### src/hdl/mtc_defs.svh
// offsets, field positions, reset values and timing counts of the transmit control block
`ifndef MTC_DEFS_SVH
`define MTC_DEFS_SVH
`define MTC_OFF_CTRL       16'ha008
`define MTC_OFF_STAT       16'ha00c
`define MTC_OFF_EVT        16'ha010
`define MTC_CTRL_RESET     32'h00000000
`define MTC_STAT_RESET     32'h00000000
`define MTC_CTRL_MASK      32'h00007fff
`define MTC_B_TX_ENABLE_BIT         0
`define MTC_B_HALTREQ      1
`define MTC_B_PAD_SUPPRESS        2
`define MTC_B_NOFCS        3
`define MTC_B_FAST_BACKOFF        4
`define MTC_B_DEFER_COUNTER_DISABLE        5
`define MTC_B_SEND_CONTROL_FRAME      6
`define MTC_B_SQE          7
`define MTC_B_IRQ_LO       8
`define MTC_S_EXCESS_COLLISION_FLAG       4
`define MTC_S_INTTX        7
`define MTC_S_UNDER        8
`define MTC_S_DEFER        9
`define MTC_S_NCARR        10
`define MTC_S_LATE         12
`define MTC_S_PAR          13
`define MTC_S_COMP         14
`define MTC_S_HALTED       15
`define MTC_MAX_COLL       16
`define MTC_LATE_BITS      512
`define MTC_MAXDEF_100_NS  327680
`define MTC_MAXDEF_10_NS   3276800
`define MTC_CLK_NS         4
`define MTC_MAXDEF_100_CYC (`MTC_MAXDEF_100_NS / `MTC_CLK_NS)
`define MTC_MAXDEF_10_CYC  (`MTC_MAXDEF_10_NS / `MTC_CLK_NS)
`endif

### src/hdl/mtc_pkg.sv
// types of the transmit control block
package mtc_pkg;
	typedef enum logic [3:0] {
		MTC_IDLE  = 4'b0001,
		MTC_DEFER = 4'b0010,
		MTC_SEND  = 4'b0100,
		MTC_STOP  = 4'b1000
	} mtc_state_t;

	// per-packet events from the transmit datapath
	typedef struct packed {
		logic fifo_empty;
		logic parity_err;
		logic collision;
		logic pkt_done;
		logic pkt_ctrl;
	} mtc_tx_ev_t;

	// control bits handed to the datapath
	typedef struct packed {
		logic pad_suppress;
		logic fcs_suppress;
		logic fast_backoff;
		logic sqe_test_mode_enable;
		logic send_control_frame;
	} mtc_cfg_t;
endpackage

### src/hdl/mtc_top.sv
// transmit control, status and gating logic with its apb slave
//
// Decided for this implementation: the APB register port.
`timescale 1ns/1ps
`default_nettype none
`include "mtc_defs.svh"

// Summary of operation
// RL1 - transmit only while enable set; clear stops
// RL2 - halt request stops after current packet
// RL3 - pad suppress stops padding short packets
// RL4 - fcs suppress omits frame check sequence
// RL5 - fast backoff shortens collision backoff
// RL6 - no defer disables defer counter
// RL7 - send pause sends control frame, self-clears
// RL8 - writing zero to send pause ignored
// RL9 - sqe test mode enable bit
// RL10 - underrun interrupt when fifo empties mid-packet
// RL11 - deferral interrupt after max deferral time
// RL12 - no carrier interrupt per whole packet
// RL13 - excessive collision interrupt at sixteen; code sets status bit 4 but irq never sees it
// RL14 - late collision interrupt after 512 bits
// RL15 - fifo parity interrupt
// RL16 - completion interrupt on sent or discarded
// RL17 - events set status flag, enabled raise irq
// RL18 - parity error clears enable if enabled
// RL19 - excess flag and count form one count
// RL20 - software sets all enables for per-packet irq
// RL21 - sixteen collisions abort packet, set flag
// RL22 - halted flag on enable clear or stop
// RL23 - upper bits read zero, all reset zero
module mtc_top #(
	parameter int MAXDEF_100 = `MTC_MAXDEF_100_CYC,
	parameter int MAXDEF_10  = `MTC_MAXDEF_10_CYC
) (
	// clock and reset
	input  wire logic              clk,
	input  wire logic              reset,
	// apb slave
	input  wire logic              psel,
	input  wire logic              penable,
	input  wire logic              pwrite,
	input  wire logic [15:0]       paddr,
	input  wire logic [31:0]       pwdata,
	output var  logic [31:0]       prdata,
	output var  logic              pready,
	output var  logic              pslverr,
	// line side and datapath
	input  wire logic              carrier_sense,
	input  wire logic              immediate_stop,
	input  wire logic              speed_10,
	input  wire logic              pkt_ready,
	input  wire mtc_pkg::mtc_tx_ev_t tx_ev,
	input  wire logic              late_window,
	output var  logic              tx_go,
	output var  logic              tx_abort,
	output var  mtc_pkg::mtc_cfg_t cfg,
	output var  logic              irq
);
	initial begin
		if (MAXDEF_100 < 1 || MAXDEF_10 < 1) $error("deferral counts must be positive");
	end

	logic [31:0]         ctrl_q;
	logic [15:0]         stat_q;
	mtc_pkg::mtc_state_t st_q;
	logic [22:0]         defer_q;
	logic [3:0]          coll_q;
	logic                carr_seen_q;
	logic                wr_ctrl;
	logic                wr_stat;
	logic                rd_acc;
	logic [22:0]         defer_lim;
	logic                ev_excess_collision_flag;
	logic                ev_defer;
	logic                ev_ncarr;
	logic                ev_late;
	logic                ev_halt;
	logic [15:0]         set_v;

	// apb decode, zero wait states
	assign wr_ctrl = psel && penable && pwrite && paddr == `MTC_OFF_CTRL;
	assign wr_stat = psel && penable && pwrite && paddr == `MTC_OFF_STAT;
	assign rd_acc  = psel && !penable && !pwrite;
	assign defer_lim = speed_10 ? 23'(MAXDEF_10) : 23'(MAXDEF_100);

	// events derived from the sequencer
	assign ev_excess_collision_flag = st_q == mtc_pkg::MTC_SEND && tx_ev.collision
		&& coll_q == 4'hf; // see RL21
	assign ev_defer = st_q == mtc_pkg::MTC_DEFER && !ctrl_q[`MTC_B_DEFER_COUNTER_DISABLE]
		&& defer_q == defer_lim - 23'h000001; // see RL11
	assign ev_ncarr = st_q == mtc_pkg::MTC_SEND && tx_ev.pkt_done
		&& !carr_seen_q && !carrier_sense; // see RL12
	assign ev_late = st_q == mtc_pkg::MTC_SEND && tx_ev.collision && late_window; // see RL14
	assign ev_halt = st_q == mtc_pkg::MTC_SEND && (!ctrl_q[`MTC_B_TX_ENABLE_BIT] || immediate_stop); // see RL22

	// sticky event vector in status bit order
	always_comb begin
		set_v = 16'h0000;
		set_v[`MTC_S_EXCESS_COLLISION_FLAG] = ev_excess_collision_flag;
		set_v[`MTC_S_UNDER]  = st_q == mtc_pkg::MTC_SEND && tx_ev.fifo_empty; // see RL10
		set_v[`MTC_S_DEFER]  = ev_defer;
		set_v[`MTC_S_NCARR]  = ev_ncarr;
		set_v[`MTC_S_LATE]   = ev_late;
		set_v[`MTC_S_PAR]    = tx_ev.parity_err; // see RL18
		set_v[`MTC_S_COMP]   = st_q == mtc_pkg::MTC_SEND
			&& (tx_ev.pkt_done || ev_excess_collision_flag || ev_halt); // see RL16
		set_v[`MTC_S_HALTED] = ev_halt;
		set_v[`MTC_S_INTTX]  = |(set_v[14:8] & ctrl_q[14:8]); // see RL17
	end

	// control register: software writes, hardware clears
	always_ff @(posedge clk or posedge reset) begin
		if (reset) begin
			ctrl_q <= `MTC_CTRL_RESET; // see RL23
		end else begin
			if (wr_ctrl) begin
				ctrl_q <= pwdata & `MTC_CTRL_MASK; // see RL23
				ctrl_q[`MTC_B_SEND_CONTROL_FRAME] <= ctrl_q[`MTC_B_SEND_CONTROL_FRAME] | pwdata[`MTC_B_SEND_CONTROL_FRAME]; // see RL8
			end
			if (st_q == mtc_pkg::MTC_SEND && tx_ev.pkt_done && tx_ev.pkt_ctrl) begin
				ctrl_q[`MTC_B_SEND_CONTROL_FRAME] <= 1'b0; // see RL7
			end
			if (tx_ev.parity_err && ctrl_q[`MTC_B_IRQ_LO + 5]) begin
				ctrl_q[`MTC_B_TX_ENABLE_BIT] <= 1'b0; // see RL18
			end
		end
	end

	// status register: write one to clear, set wins
	always_ff @(posedge clk or posedge reset) begin
		if (reset) begin
			stat_q <= 16'h0000;
		end else begin
			stat_q <= ((stat_q & ~(wr_stat ? pwdata[15:0] : 16'h0000)) | set_v) & 16'hfff0; // see RL17
		end
	end

	// transmit sequencer
	always_ff @(posedge clk or posedge reset) begin
		if (reset) begin
			st_q <= mtc_pkg::MTC_IDLE;
		end else begin
			case (st_q)
				mtc_pkg::MTC_IDLE: begin
					if (ctrl_q[`MTC_B_TX_ENABLE_BIT] && !ctrl_q[`MTC_B_HALTREQ] && !immediate_stop
						&& (pkt_ready || ctrl_q[`MTC_B_SEND_CONTROL_FRAME])) begin // see RL2
						st_q <= mtc_pkg::MTC_DEFER;
					end
				end
				mtc_pkg::MTC_DEFER: begin
					if (!ctrl_q[`MTC_B_TX_ENABLE_BIT] || immediate_stop) begin
						st_q <= mtc_pkg::MTC_IDLE; // see RL1
					end else if (!carrier_sense || ctrl_q[`MTC_B_DEFER_COUNTER_DISABLE]) begin
						st_q <= mtc_pkg::MTC_SEND; // see RL6
					end
				end
				mtc_pkg::MTC_SEND: begin
					if (ev_halt) begin
						st_q <= mtc_pkg::MTC_STOP; // see RL1
					end else if (tx_ev.pkt_done || ev_excess_collision_flag) begin
						st_q <= mtc_pkg::MTC_IDLE; // see RL2
					end
				end
				mtc_pkg::MTC_STOP: begin
					st_q <= mtc_pkg::MTC_IDLE;
				end
				default: begin
					st_q <= mtc_pkg::MTC_IDLE;
				end
			endcase
		end
	end

	// defer counter runs while carrier holds off the send
	always_ff @(posedge clk or posedge reset) begin
		if (reset) begin
			defer_q <= 23'h000000;
		end else if (st_q == mtc_pkg::MTC_DEFER && !ctrl_q[`MTC_B_DEFER_COUNTER_DISABLE]) begin
			defer_q <= (defer_q == defer_lim - 23'h000001) ? 23'h000000 : defer_q + 23'h000001; // see RL6
		end else begin
			defer_q <= 23'h000000;
		end
	end

	// collision count and carrier seen for the packet in flight
	always_ff @(posedge clk or posedge reset) begin
		if (reset) begin
			coll_q      <= 4'h0;
			carr_seen_q <= 1'b0;
		end else if (st_q != mtc_pkg::MTC_SEND) begin
			coll_q      <= 4'h0;
			carr_seen_q <= 1'b0;
		end else begin
			if (tx_ev.collision) begin
				coll_q <= coll_q + 4'h1; // see RL13
			end
			if (carrier_sense) begin
				carr_seen_q <= 1'b1;
			end
		end
	end

	// count of the finished packet goes to the low status bits
	logic [3:0] cnt_q;
	always_ff @(posedge clk or posedge reset) begin
		if (reset) begin
			cnt_q <= 4'h0;
		end else if (ev_excess_collision_flag) begin
			cnt_q <= 4'h0; // see RL19
		end else if (st_q == mtc_pkg::MTC_SEND && tx_ev.pkt_done) begin
			cnt_q <= coll_q;
		end
	end

	// apb read data and answer
	always_ff @(posedge clk or posedge reset) begin
		if (reset) begin
			prdata  <= 32'h00000000;
			pready  <= 1'b0;
			pslverr <= 1'b0;
		end else begin
			pready  <= psel && !penable;
			pslverr <= psel && !penable && paddr != `MTC_OFF_CTRL && paddr != `MTC_OFF_STAT;
			if (rd_acc) begin
				case (paddr)
					`MTC_OFF_CTRL: prdata <= ctrl_q;
					`MTC_OFF_STAT: prdata <= {16'h0000, stat_q[15:5],
						stat_q[`MTC_S_EXCESS_COLLISION_FLAG] ? 1'b1 : 1'b0,
						stat_q[`MTC_S_EXCESS_COLLISION_FLAG] ? 4'h0 : cnt_q}; // see RL19
					default: prdata <= 32'h00000000;
				endcase
			end
		end
	end

	// datapath controls, registered
	always_ff @(posedge clk or posedge reset) begin
		if (reset) begin
			tx_go    <= 1'b0;
			tx_abort <= 1'b0;
			cfg      <= '0;
			irq      <= 1'b0;
		end else begin
			tx_go    <= st_q == mtc_pkg::MTC_DEFER && ctrl_q[`MTC_B_TX_ENABLE_BIT] && !immediate_stop
				&& (!carrier_sense || ctrl_q[`MTC_B_DEFER_COUNTER_DISABLE]); // see RL1
			tx_abort <= ev_halt || ev_excess_collision_flag; // see RL21
			cfg.pad_suppress         <= ctrl_q[`MTC_B_PAD_SUPPRESS]; // see RL3
			cfg.fcs_suppress         <= ctrl_q[`MTC_B_NOFCS]; // see RL4
			cfg.fast_backoff         <= ctrl_q[`MTC_B_FAST_BACKOFF]; // see RL5
			cfg.sqe_test_mode_enable <= ctrl_q[`MTC_B_SQE]; // see RL9
			cfg.send_control_frame   <= ctrl_q[`MTC_B_SEND_CONTROL_FRAME]; // see RL7
			irq <= |(stat_q[14:8] & ctrl_q[14:8]); // see RL15
		end
	end

	// tx enable cleared while sending ends the packet next cycle
	a_enable_stop: assert property (@(posedge clk) disable iff (reset) // see RL1
		(st_q == mtc_pkg::MTC_SEND && !ctrl_q[`MTC_B_TX_ENABLE_BIT]) |=> st_q == mtc_pkg::MTC_STOP && tx_abort)
		else $error("send did not stop on enable clear");
	a_pause_zero: assert property (@(posedge clk) disable iff (reset) // see RL8
		(ctrl_q[`MTC_B_SEND_CONTROL_FRAME] && wr_ctrl && !tx_ev.pkt_done) |=> ctrl_q[`MTC_B_SEND_CONTROL_FRAME])
		else $error("send pause cleared by software");
	a_pause_clear: assert property (@(posedge clk) disable iff (reset) // see RL7
		(st_q == mtc_pkg::MTC_SEND && tx_ev.pkt_done && tx_ev.pkt_ctrl && !wr_ctrl)
		|=> !ctrl_q[`MTC_B_SEND_CONTROL_FRAME])
		else $error("send pause not cleared after frame");
	a_parity_off: assert property (@(posedge clk) disable iff (reset) // see RL18
		(tx_ev.parity_err && ctrl_q[13]) |=> !ctrl_q[`MTC_B_TX_ENABLE_BIT] && stat_q[`MTC_S_PAR])
		else $error("parity error left enable set");
	a_excess_collision_flag_flag: assert property (@(posedge clk) disable iff (reset) // see RL21
		ev_excess_collision_flag |=> stat_q[`MTC_S_EXCESS_COLLISION_FLAG] && st_q == mtc_pkg::MTC_IDLE)
		else $error("excess collision not flagged");
	a_halt_wait: assert property (@(posedge clk) disable iff (reset) // see RL2
		(st_q == mtc_pkg::MTC_IDLE && ctrl_q[`MTC_B_HALTREQ]) |=> st_q != mtc_pkg::MTC_DEFER)
		else $error("new packet started under halt request");
	a_irq_follow: assert property (@(posedge clk) disable iff (reset) // see RL17
		(set_v[`MTC_S_COMP] && ctrl_q[14]) |=> ##1 irq)
		else $error("completion did not raise irq");
	a_upper_zero: assert property (@(posedge clk) disable iff (reset) // see RL23
		ctrl_q[31:15] == 17'h00000)
		else $error("reserved control bits set");

	// datapath controls follow the control register one cycle later
	a_cfg_pad_suppress: assert property (@(posedge clk) disable iff (reset) // see RL3
		1'b1 |=> cfg.pad_suppress == $past(ctrl_q[`MTC_B_PAD_SUPPRESS]))
		else $error("pad suppress not passed on");
	a_cfg_nofcs: assert property (@(posedge clk) disable iff (reset) // see RL4
		1'b1 |=> cfg.fcs_suppress == $past(ctrl_q[`MTC_B_NOFCS]))
		else $error("fcs suppress not passed on");
	a_cfg_fast_backoff: assert property (@(posedge clk) disable iff (reset) // see RL5
		1'b1 |=> cfg.fast_backoff == $past(ctrl_q[`MTC_B_FAST_BACKOFF]))
		else $error("fast backoff not passed on");
	a_cfg_sqe: assert property (@(posedge clk) disable iff (reset) // see RL9
		1'b1 |=> cfg.sqe_test_mode_enable == $past(ctrl_q[`MTC_B_SQE]))
		else $error("sqe test mode not passed on");
	a_cfg_pause: assert property (@(posedge clk) disable iff (reset) // see RL7
		1'b1 |=> cfg.send_control_frame == $past(ctrl_q[`MTC_B_SEND_CONTROL_FRAME]))
		else $error("send control frame not passed on");

	// no defer keeps the defer counter at rest
	a_defer_counter_disable_rest: assert property (@(posedge clk) disable iff (reset) // see RL6
		ctrl_q[`MTC_B_DEFER_COUNTER_DISABLE] |=> defer_q == 23'h000000)
		else $error("defer counter ran with no defer set");

	// every event lands in its sticky status flag
	a_under_flag: assert property (@(posedge clk) disable iff (reset) // see RL10
		set_v[`MTC_S_UNDER] |=> stat_q[`MTC_S_UNDER])
		else $error("underrun not flagged");
	a_defer_flag: assert property (@(posedge clk) disable iff (reset) // see RL11
		ev_defer |=> stat_q[`MTC_S_DEFER])
		else $error("deferral not flagged");
	a_ncarr_flag: assert property (@(posedge clk) disable iff (reset) // see RL12
		ev_ncarr |=> stat_q[`MTC_S_NCARR])
		else $error("no carrier not flagged");
	a_late_flag: assert property (@(posedge clk) disable iff (reset) // see RL14
		ev_late |=> stat_q[`MTC_S_LATE])
		else $error("late collision not flagged");
	a_comp_flag: assert property (@(posedge clk) disable iff (reset) // see RL16
		(st_q == mtc_pkg::MTC_SEND && tx_ev.pkt_done) |=> stat_q[`MTC_S_COMP])
		else $error("completion not flagged");
	a_halt_flag: assert property (@(posedge clk) disable iff (reset) // see RL22
		ev_halt |=> stat_q[`MTC_S_HALTED] && tx_abort)
		else $error("halt not flagged");

	// sixteen collisions abort the packet at once
	a_excess_collision_flag_abort: assert property (@(posedge clk) disable iff (reset) // see RL21
		ev_excess_collision_flag |=> tx_abort)
		else $error("excess collision did not abort");

	// enabled flags raise the interrupt line
	a_irq_level: assert property (@(posedge clk) disable iff (reset) // see RL17
		(|(stat_q[14:8] & ctrl_q[14:8])) |=> irq)
		else $error("enabled flag did not raise irq");
	a_par_irq: assert property (@(posedge clk) disable iff (reset) // see RL15
		(stat_q[`MTC_S_PAR] && ctrl_q[13]) |=> irq)
		else $error("parity flag did not raise irq");

	// status read keeps flag and count exclusive
	a_count_excl: assert property (@(posedge clk) disable iff (reset) // see RL19
		(rd_acc && paddr == `MTC_OFF_STAT) |=> !(prdata[4] && prdata[3:0] != 4'h0))
		else $error("excess flag read with non-zero count");
endmodule
`default_nettype wire

### config.mk
export PLATFORM = sky130hd
export DESIGN_NAME = mtc_top
export DESIGN_NICKNAME = d
export VERILOG_FILES = /design/src/hdl/mtc_pkg.sv /design/src/hdl/mtc_top.sv
export VERILOG_INCLUDE_DIRS = /design/src /design/src/hdl
export SDC_FILE = /design/constraint.sdc
export NUM_CORES = 1
export LEC_CHECK = 0
export BUFFER_PORTS_ARGS = -buffer_cell sky130_fd_sc_hd__buf_2
export CAP_MARGIN = 10
export CORE_MARGIN = 5
export CORE_UTILIZATION = 55
export CTS_BUF_LIST = sky130_fd_sc_hd__clkbuf_2 sky130_fd_sc_hd__clkbuf_4 sky130_fd_sc_hd__clkbuf_8
export CTS_CLUSTER_DIAMETER = 60
export DETAILED_ROUTE_END_ITERATION = 8
export PLACE_DENSITY_LB_ADDON = 0.3
export SYNTH_ARGS = -nofsm -noshare
export SYNTH_HDL_FRONTEND = slang
export SYNTH_SLANG_ARGS = --single-unit
### constraint.sdc
create_clock -name clk -period 2.99 [get_ports clk]
set_input_delay 0.4485 -clock clk [delete_from_list [all_inputs] [get_ports clk]]
set_output_delay 0.4485 -clock clk [all_outputs]
set_load 0.005 [all_outputs]
==> results of run 1 <==
cell usage in the layout, fill, tap and decap left out, types with 7 or more instances in the layout:
master / n
sky130_fd_sc_hd__nor2b_1: 9
sky130_fd_sc_hd__mux2_2: 13
sky130_fd_sc_hd__o21ai_0: 8
sky130_fd_sc_hd__nor2_1: 31
sky130_fd_sc_hd__inv_1: 10
sky130_fd_sc_hd__o31ai_1: 17
sky130_fd_sc_hd__xnor2_1: 10
sky130_fd_sc_hd__dfrtp_1: 88
sky130_fd_sc_hd__buf_2: 72
sky130_fd_sc_hd__nand2_1: 30
sky130_fd_sc_hd__clkbuf_8: 9
sky130_fd_sc_hd__nand4_1: 14
sky130_fd_sc_hd__mux2i_1: 13
sky130_fd_sc_hd__conb_1: 16
sky130_fd_sc_hd__a21oi_1: 14
sky130_fd_sc_hd__xor2_1: 7
sky130_fd_sc_hd__nand3_1: 11
layer usage:
metal | up-vias | routed length, um
met1 | 1578 | 4180
met3 | 14 | 591
met2 | 102 | 4280
met5 | - | 0
li1 | 1521 | -
met4 | 0 | 121
flip-flops by register name (all words and copies together) (netlist names):
signal,flops
carr_seen_q,1
cfg,5
cnt_q,4
coll_q,4
ctrl_q,15
defer_q,23
irq,1
prdata,16
pready,1
pslverr,1
st_q,4
stat_q,12
tx_abort,1
tx_go,1
power by group:
group	total [uW]	internal (uW)	switching, uW
clock network	837	399	438
registers	1200	1200	0.359
logic	105	37.7	67.0
total	2150	1640	505
logic make-up (layout without fill, tap and decap cells):
family                   count (synthesis)  count (layout)
adder cells (fa/ha/maj)                  2               2
multiplexers                            26              26
AO/OA/AOI/OAI                           71              71
buffers and inverters                   39             104
flip-flops                              89              89
AND/OR/NAND/NOR                        140             140
other                                    1              16
XOR/XNOR                                17              17
worst max-delay path by stage:
stage,endpoint,slack [ns],depth (start not counted)
final,defer_q[11]$_DFF_PP0_,0.84,4
after global routing,defer_q[2]$_DFF_PP0_,0.74,4
after CTS,defer_q[20]$_DFF_PP0_,0.83,5
after detailed placement,ctrl_q[14]$_DFFE_PP0P_,0.61,6
after global placement,ctrl_q[13]$_DFFE_PP0P_,0.67,6
after floorplan,carr_seen_q$_DFFE_PP0P_,0.24,1
metrics by stage:
step,power (uW),hold slack [ns],utilization [%],cell area (um^2)
6_report,2150,0.181,65.4,4790
3_3_place_gp,1330,0.381,62.7,4600
5_1_grt,2230,0.231,65.4,4790
3_5_place_dp,1330,0.386,62.7,4600
2_1_floorplan,1290,0.363,-,4230
4_1_cts,2160,0.188,65.4,4790
cell type report:
type / instances / area [um^2] / share of cell area, %
Sequential cell: 89 / 2230 / 46.5
Multi-Input combinational cell: 272 / 1790 / 37.3
Tap cell: 99 / 124 / 2.58
Clock inverter: 6 / 67.6 / 1.41
Clock buffer: 10 / 131 / 2.74
Inverter: 11 / 42.5 / 0.887
Timing Repair Buffer: 77 / 410 / 8.56
==> metrics, run 1 <==
Synthesis Warnings 0; final clock period utilization by the worst path 71.8%; buffer type at the clock tree root sky130_fd_sc_hd__clkbuf_8; synthesized netlist cell count 385; class of the most critical setup path flip-flop to flip-flop; basic-gate share of the synthesized area counting and, or, nand and nor cells 18.7%; Setup crit end kind flip-flop; combinational family with the most area after synthesis simple AND/OR/NAND/NOR gates; antenna violations before repair 0; worst endpoint required time 3.21 ns; total of buffers placed on input and output ports 72; r2r endpoint defer_q[11]$_DFF_PP0_; VDD IR max 0.269 mV; setup ws final 0.843 ns; Fmax achieved 466 MHz; ant diodes 0; chain of cells forming the critical path or4b_2 -> o22ai_1 -> a31o_2 -> nor2_1; CTS tree yes; Net count, final 525; areal power density over the cells 448 mW/mm^2; violation count after the first detailed-routing iteration 150; Max Cap Viol 0; top area cells in the synthesized netlist sky130_fd_sc_hd__dfrtp_1 53%, sky130_fd_sc_hd__mux2_2 3.5%, sky130_fd_sc_hd__mux2i_1 3.1%, sky130_fd_sc_hd__buf_4 3.1%, sky130_fd_sc_hd__o31ai_1 3.1%; GRT Residual Overflow 0; Site Rows 31; # placed instances 548; post-synthesis xor/xnor area fraction 3.57%; FF+latch count, synth 89; most instantiated cells after synthesis 88 x sky130_fd_sc_hd__dfrtp_1, 31 x sky130_fd_sc_hd__nor2_1, 30 x sky130_fd_sc_hd__nand2_1, 17 x sky130_fd_sc_hd__buf_4, 17 x sky130_fd_sc_hd__o31ai_1; count of cells resized by post-cts repair 0; final routed wirelength across all metal layers 9170 um; critical path startpoint defer_q[18]$_DFF_PP0_; clock sink count 89; skew final 0.00715 ns; post-synth design cell area 0.00418 mm^2; count of vias placed by the detailed router 3,215; global routing usage on met1 28.0%; met2 demand-to-capacity share in global routing 31.1%; IO Count 105; Setup Viol. Count Final 0; wire length per cell after detailed routing 16.3 um; share of layout cells above drive strength 1 26.9%; number of fill cells in the layout 591; total clock buffers created by CTS 9; worst reg-to-reg path cell count 4; Least-Margin Pin Slew 1.11 ns; met3 capacity usage during global routing 3.59%; average cell area after synthesis 10.8 um^2; Die Height 97.1 um; standard cell with the maximum stage delay on the critical path sky130_fd_sc_hd__or4b_2; portion of the post-synthesis area used by sequential elements 53.4%; run status finished, final reports clean; cell type contributing the most total cell area after synthesis sky130_fd_sc_hd__dfrtp_1; RSZ-0062 raised after global routing no; Detail Route Antenna Nets 0; CP bufs+invs 0; Total Routing Usage GR 19.8%; CTS hold repair buffers 0; Max-slew headroom 26.1%; HPWL Detailed 6710 um; via/cell ratio 5.70; first-pass GRT wire length 15,400 um; Placeable Area 0.00733 mm^2; Slew Viols, Final 0; synth unique cells 57; compound-cell area share of the yosys netlist 11.9%; pre-CTS setup slack 0.611 ns; largest net degree at the start of global routing 52; most common flop cell mapped by yosys sky130_fd_sc_hd__dfrtp_1; cell with the most instances after synthesis sky130_fd_sc_hd__dfrtp_1; Hold Fails Final Rpt 0; minimum setup slack among reg-to-reg paths 0.84 ns; WP data arrival 2.36 ns; clock latency on the worst-skew pair 0.35 ns; post-layout minimum cycle time 2.15 ns; hold crit path type input pin to asynchronous set/reset pin; Die X 97.1 um; area share of fa/ha/maj cells after synthesis 0.599%; Reg-to-Reg Start defer_q[18]$_DFF_PP0_; clk slew on worst S/H paths 0.09 ns; initial core utilization 57.0%; largest fanout of any net on the critical path 22; Total Die Area 0.00944 mm^2; GR peak layer met2; post-CTS repair timing setup buffer count 0; element type at the critical path start flip-flop; Static Leak 0.00224 uW; Async S/R FF share, synth 100%; final RePlAce weighted congestion 0.855; number of synthesized flops with an enable pin 0; post-synth top area share 52.7%; number of buffers on the longest clock path 2; fin cells 564; # H-tree levels 3; Total Negative Setup Slacks 0 ns; post-synthesis mux area share 6.62%; P&R area growth vs syn 14.8%; DR DRC count 0; max incr delay on CP 0.65 ns; first-pass detailed-route iteration total 5; number of global-route vias before repair 3,174; family with the most delay on the worst path compound AO/OA/AOI/OAI gates
No activity file was read; power rests on OpenSTA's default activity.
==> inputs of run 2 (changes only) <==
Settings changed: ABC_AREA set to 1.
Clock period 2.99 ns to 2.1 ns, I/O delays scaled along.
==> run 2 against run 1 <==
Worst hold slack got worse by 0.13 ns; first-iteration DRC count rose by 55%; via count increased by 20%; critical path type unchanged; clock power increased by 57%; critical endpoint is now defer_q[9]$_DFF_PP0_; global-route usage grew 2.0 points; die area up 7.9%.
==> metrics, run 2 <==
run status finished, final reports clean; largest net degree at the start of global routing 90; clock sink count 89; initial core utilization 55.9%; Setup Viol. Count Final 0; clock latency on the worst-skew pair 0.35 ns; register containing the most flip-flops in the final layout defer_q; largest registers in the final layout defer_q: 23 flops, prdata: 16 flops, ctrl_q: 15 flops; final routed wirelength across all metal layers 10,300 um; number of synthesized flops with an enable pin 0; skew final 0.0103 ns; RSZ-0062 raised after global routing no; FF+latch count, synth 89; share of layout cells above drive strength 1 21.0%; number of global-route vias before repair 3,805; WP data arrival 1.89 ns; Die Height 101 um; clk slew on worst S/H paths 0.09 ns; first-pass GRT wire length 17,600 um; GRT Residual Overflow 0; Die X 101 um; buffer type at the clock tree root sky130_fd_sc_hd__clkbuf_8; Final Total Pwr 3320 uW; antenna violations before repair 0; count of cells resized by post-cts repair 0; via/cell ratio 5.15; max incr delay on CP 0.39 ns; CTS tree yes; Placeable Area 0.00813 mm^2; pre-CTS setup slack 0.383 ns; top area cells in the synthesized netlist sky130_fd_sc_hd__dfrtp_1 48%, sky130_fd_sc_hd__nand2_1 13%, sky130_fd_sc_hd__inv_1 5.9%, sky130_fd_sc_hd__nor2_1 4.8%, sky130_fd_sc_hd__o21ai_0 2.8%; chain of cells forming the critical path ha_1 -> nand3_4 -> nor2_8 -> nand2_4 -> nor2_8 -> nand2_4 -> nand2_4 -> nor2_1; Setup crit end kind flip-flop; most instantiated cells after synthesis 159 x sky130_fd_sc_hd__nand2_1, 88 x sky130_fd_sc_hd__dfrtp_1, 71 x sky130_fd_sc_hd__inv_1, 58 x sky130_fd_sc_hd__nor2_1, 25 x sky130_fd_sc_hd__o21ai_0; P&R area growth vs syn 14.3%; top library cells by usage in the layout, fill and taps aside 159 x sky130_fd_sc_hd__nand2_1, 88 x sky130_fd_sc_hd__dfrtp_1, 72 x sky130_fd_sc_hd__buf_2, 70 x sky130_fd_sc_hd__inv_1, 58 x sky130_fd_sc_hd__nor2_1; post-synth top area share 48.4%; cell type contributing the most total cell area after synthesis sky130_fd_sc_hd__dfrtp_1; DR DRC count 0; post-synth design cell area 0.00455 mm^2; wire length per cell after detailed routing 13.8 um; average cell area after synthesis 8.13 um^2; most numerous cell on the critical path sky130_fd_sc_hd__nand2_4; Total Die Area 0.0102 mm^2; total clock buffers created by CTS 9; standard cell with the maximum stage delay on the critical path sky130_fd_sc_hd__dfrtp_1; hold crit path type input pin to asynchronous set/reset pin; Hold Fails Final Rpt 0; CTS hold repair buffers 0; flip-flop count of the largest register, all copies and words added 23; synthesized netlist cell count 559; # H-tree levels 3; ant diodes 0; total of buffers placed on input and output ports 72; core utilization of the finished layout 63.9%; Total Routing Usage GR 21.8%; cell with the most instances after synthesis sky130_fd_sc_hd__nand2_1; HPWL Detailed 7720 um; portion of the post-synthesis area used by sequential elements 49.0%; Synthesis Warnings 0; VDD IR max 0.380 mV; Total Negative Setup Slacks 0 ns; Fmax achieved 603 MHz; first-pass detailed-route iteration total 4; worst endpoint required time 2.33 ns; largest fanout of any net on the critical path 11; final clock period utilization by the worst path 79.0%; number of buffers on the longest clock path 2; element type at the critical path start flip-flop; violation count after the first detailed-routing iteration 233; Max Cap Viol 0; Async S/R FF share, synth 100%; post-layout minimum cycle time 1.66 ns; areal power density over the cells 638 mW/mm^2; post-CTS repair timing setup buffer count 0; setup ws final 0.441 ns; class of the most critical setup path flip-flop to flip-flop; IO Count 105; most frequent standard cell in the layout excluding fill and tap cells sky130_fd_sc_hd__nand2_1; final RePlAce weighted congestion 0.900; Net count, final 702; Static Leak 0.00268 uW; Detail Route Antenna Nets 0; synth unique cells 39; Slew Viols, Final 0; most common flop cell mapped by yosys sky130_fd_sc_hd__dfrtp_1; count of vias placed by the detailed router 3,848; Site Rows 33
[run 2: cell types whose count changed after synthesis, moves of 16 or more]
cell	change
sky130_fd_sc_hd__nor2_2	+16
sky130_fd_sc_hd__inv_1	+60
sky130_fd_sc_hd__nand2_1	+129
sky130_fd_sc_hd__o31ai_1	-17
sky130_fd_sc_hd__o21ai_0	+17
sky130_fd_sc_hd__nor2_1	+27
[run 2: stage by stage]
stage	cell area (um^2)	hold slack, ns	cells
floorplan	4610	0.354	574
global route	5200	0.113	747
detailed placement	4970	0.366	731
global placement	4970	0.360	731
finish	5200	0.0521	747
CTS	5200	0.0926	747
[run 2: cells by family (layout without fill, tap and decap cells)]
family | count (synthesis) | in the layout | synth area share [%]
and+or+nand+nor | 295 | 295 | 30.2
buffers and inverters | 97 | 165 | 9.88
DFF | 89 | 89 | 49.0
AOI/OAI and AO/OA | 61 | 61 | 7.60
xor gates and xnor gates | 14 | 14 | 2.70
adders and majority gates | 2 | 2 | 0.550
other | 1 | 16 | 0.0825
[run 2: cell type report]
cell class	count	area (um^2)
repair buffers	78	418
clock inverters	6	91.3
fillers	701	2940
clock buffers	10	131
inverters	71	270
multi-input cells	388	1930
flip-flops and latches	89	2230
well taps	105	131
[run 2: critical path, delay by kind of cell (launching register included)]
family | cells | cell delay (ns)
simple gates | 7 | 0.91
flops | 1 | 0.39
fa+ha+maj | 1 | 0.24
[run 2: final timing paths]
path / startpoint / endpoint / slack, ns / cells past startpoint
hold / removal: reset / cfg[1]$_DFF_PP0_ / 0.05 / 3
setup reg to reg: defer_q[0]$_DFF_PP0_ / defer_q[9]$_DFF_PP0_ / 0.44 / 8
setup / recovery: defer_q[0]$_DFF_PP0_ / defer_q[9]$_DFF_PP0_ / 0.44 / 8
min in group clk: tx_ev[0] / ctrl_q[6]$_DFFE_PP0P_ / 0.14 / 2
hold reg to reg: ctrl_q[4]$_DFFE_PP0P_ / cfg[2]$_DFF_PP0_ / 0.39 / 0
max in group asynchronous: reset / st_q[0]$_DFFE_PP1P_ / 1.64 / 3
[run 2: power by group]
part           switching, uW  internal [uW]
Clock                    623            688
Sequential              15.5           1750
Combinational            160           83.7
[run 2: routing by layer]
metal	GRT usage (%)	wire [um]	vias up
met4	8.08	187	0
li1	-	-	1884
met1	30.1	4610	1828
met2	33.9	4810	118
met3	4.64	704	18
met5	0	0	-
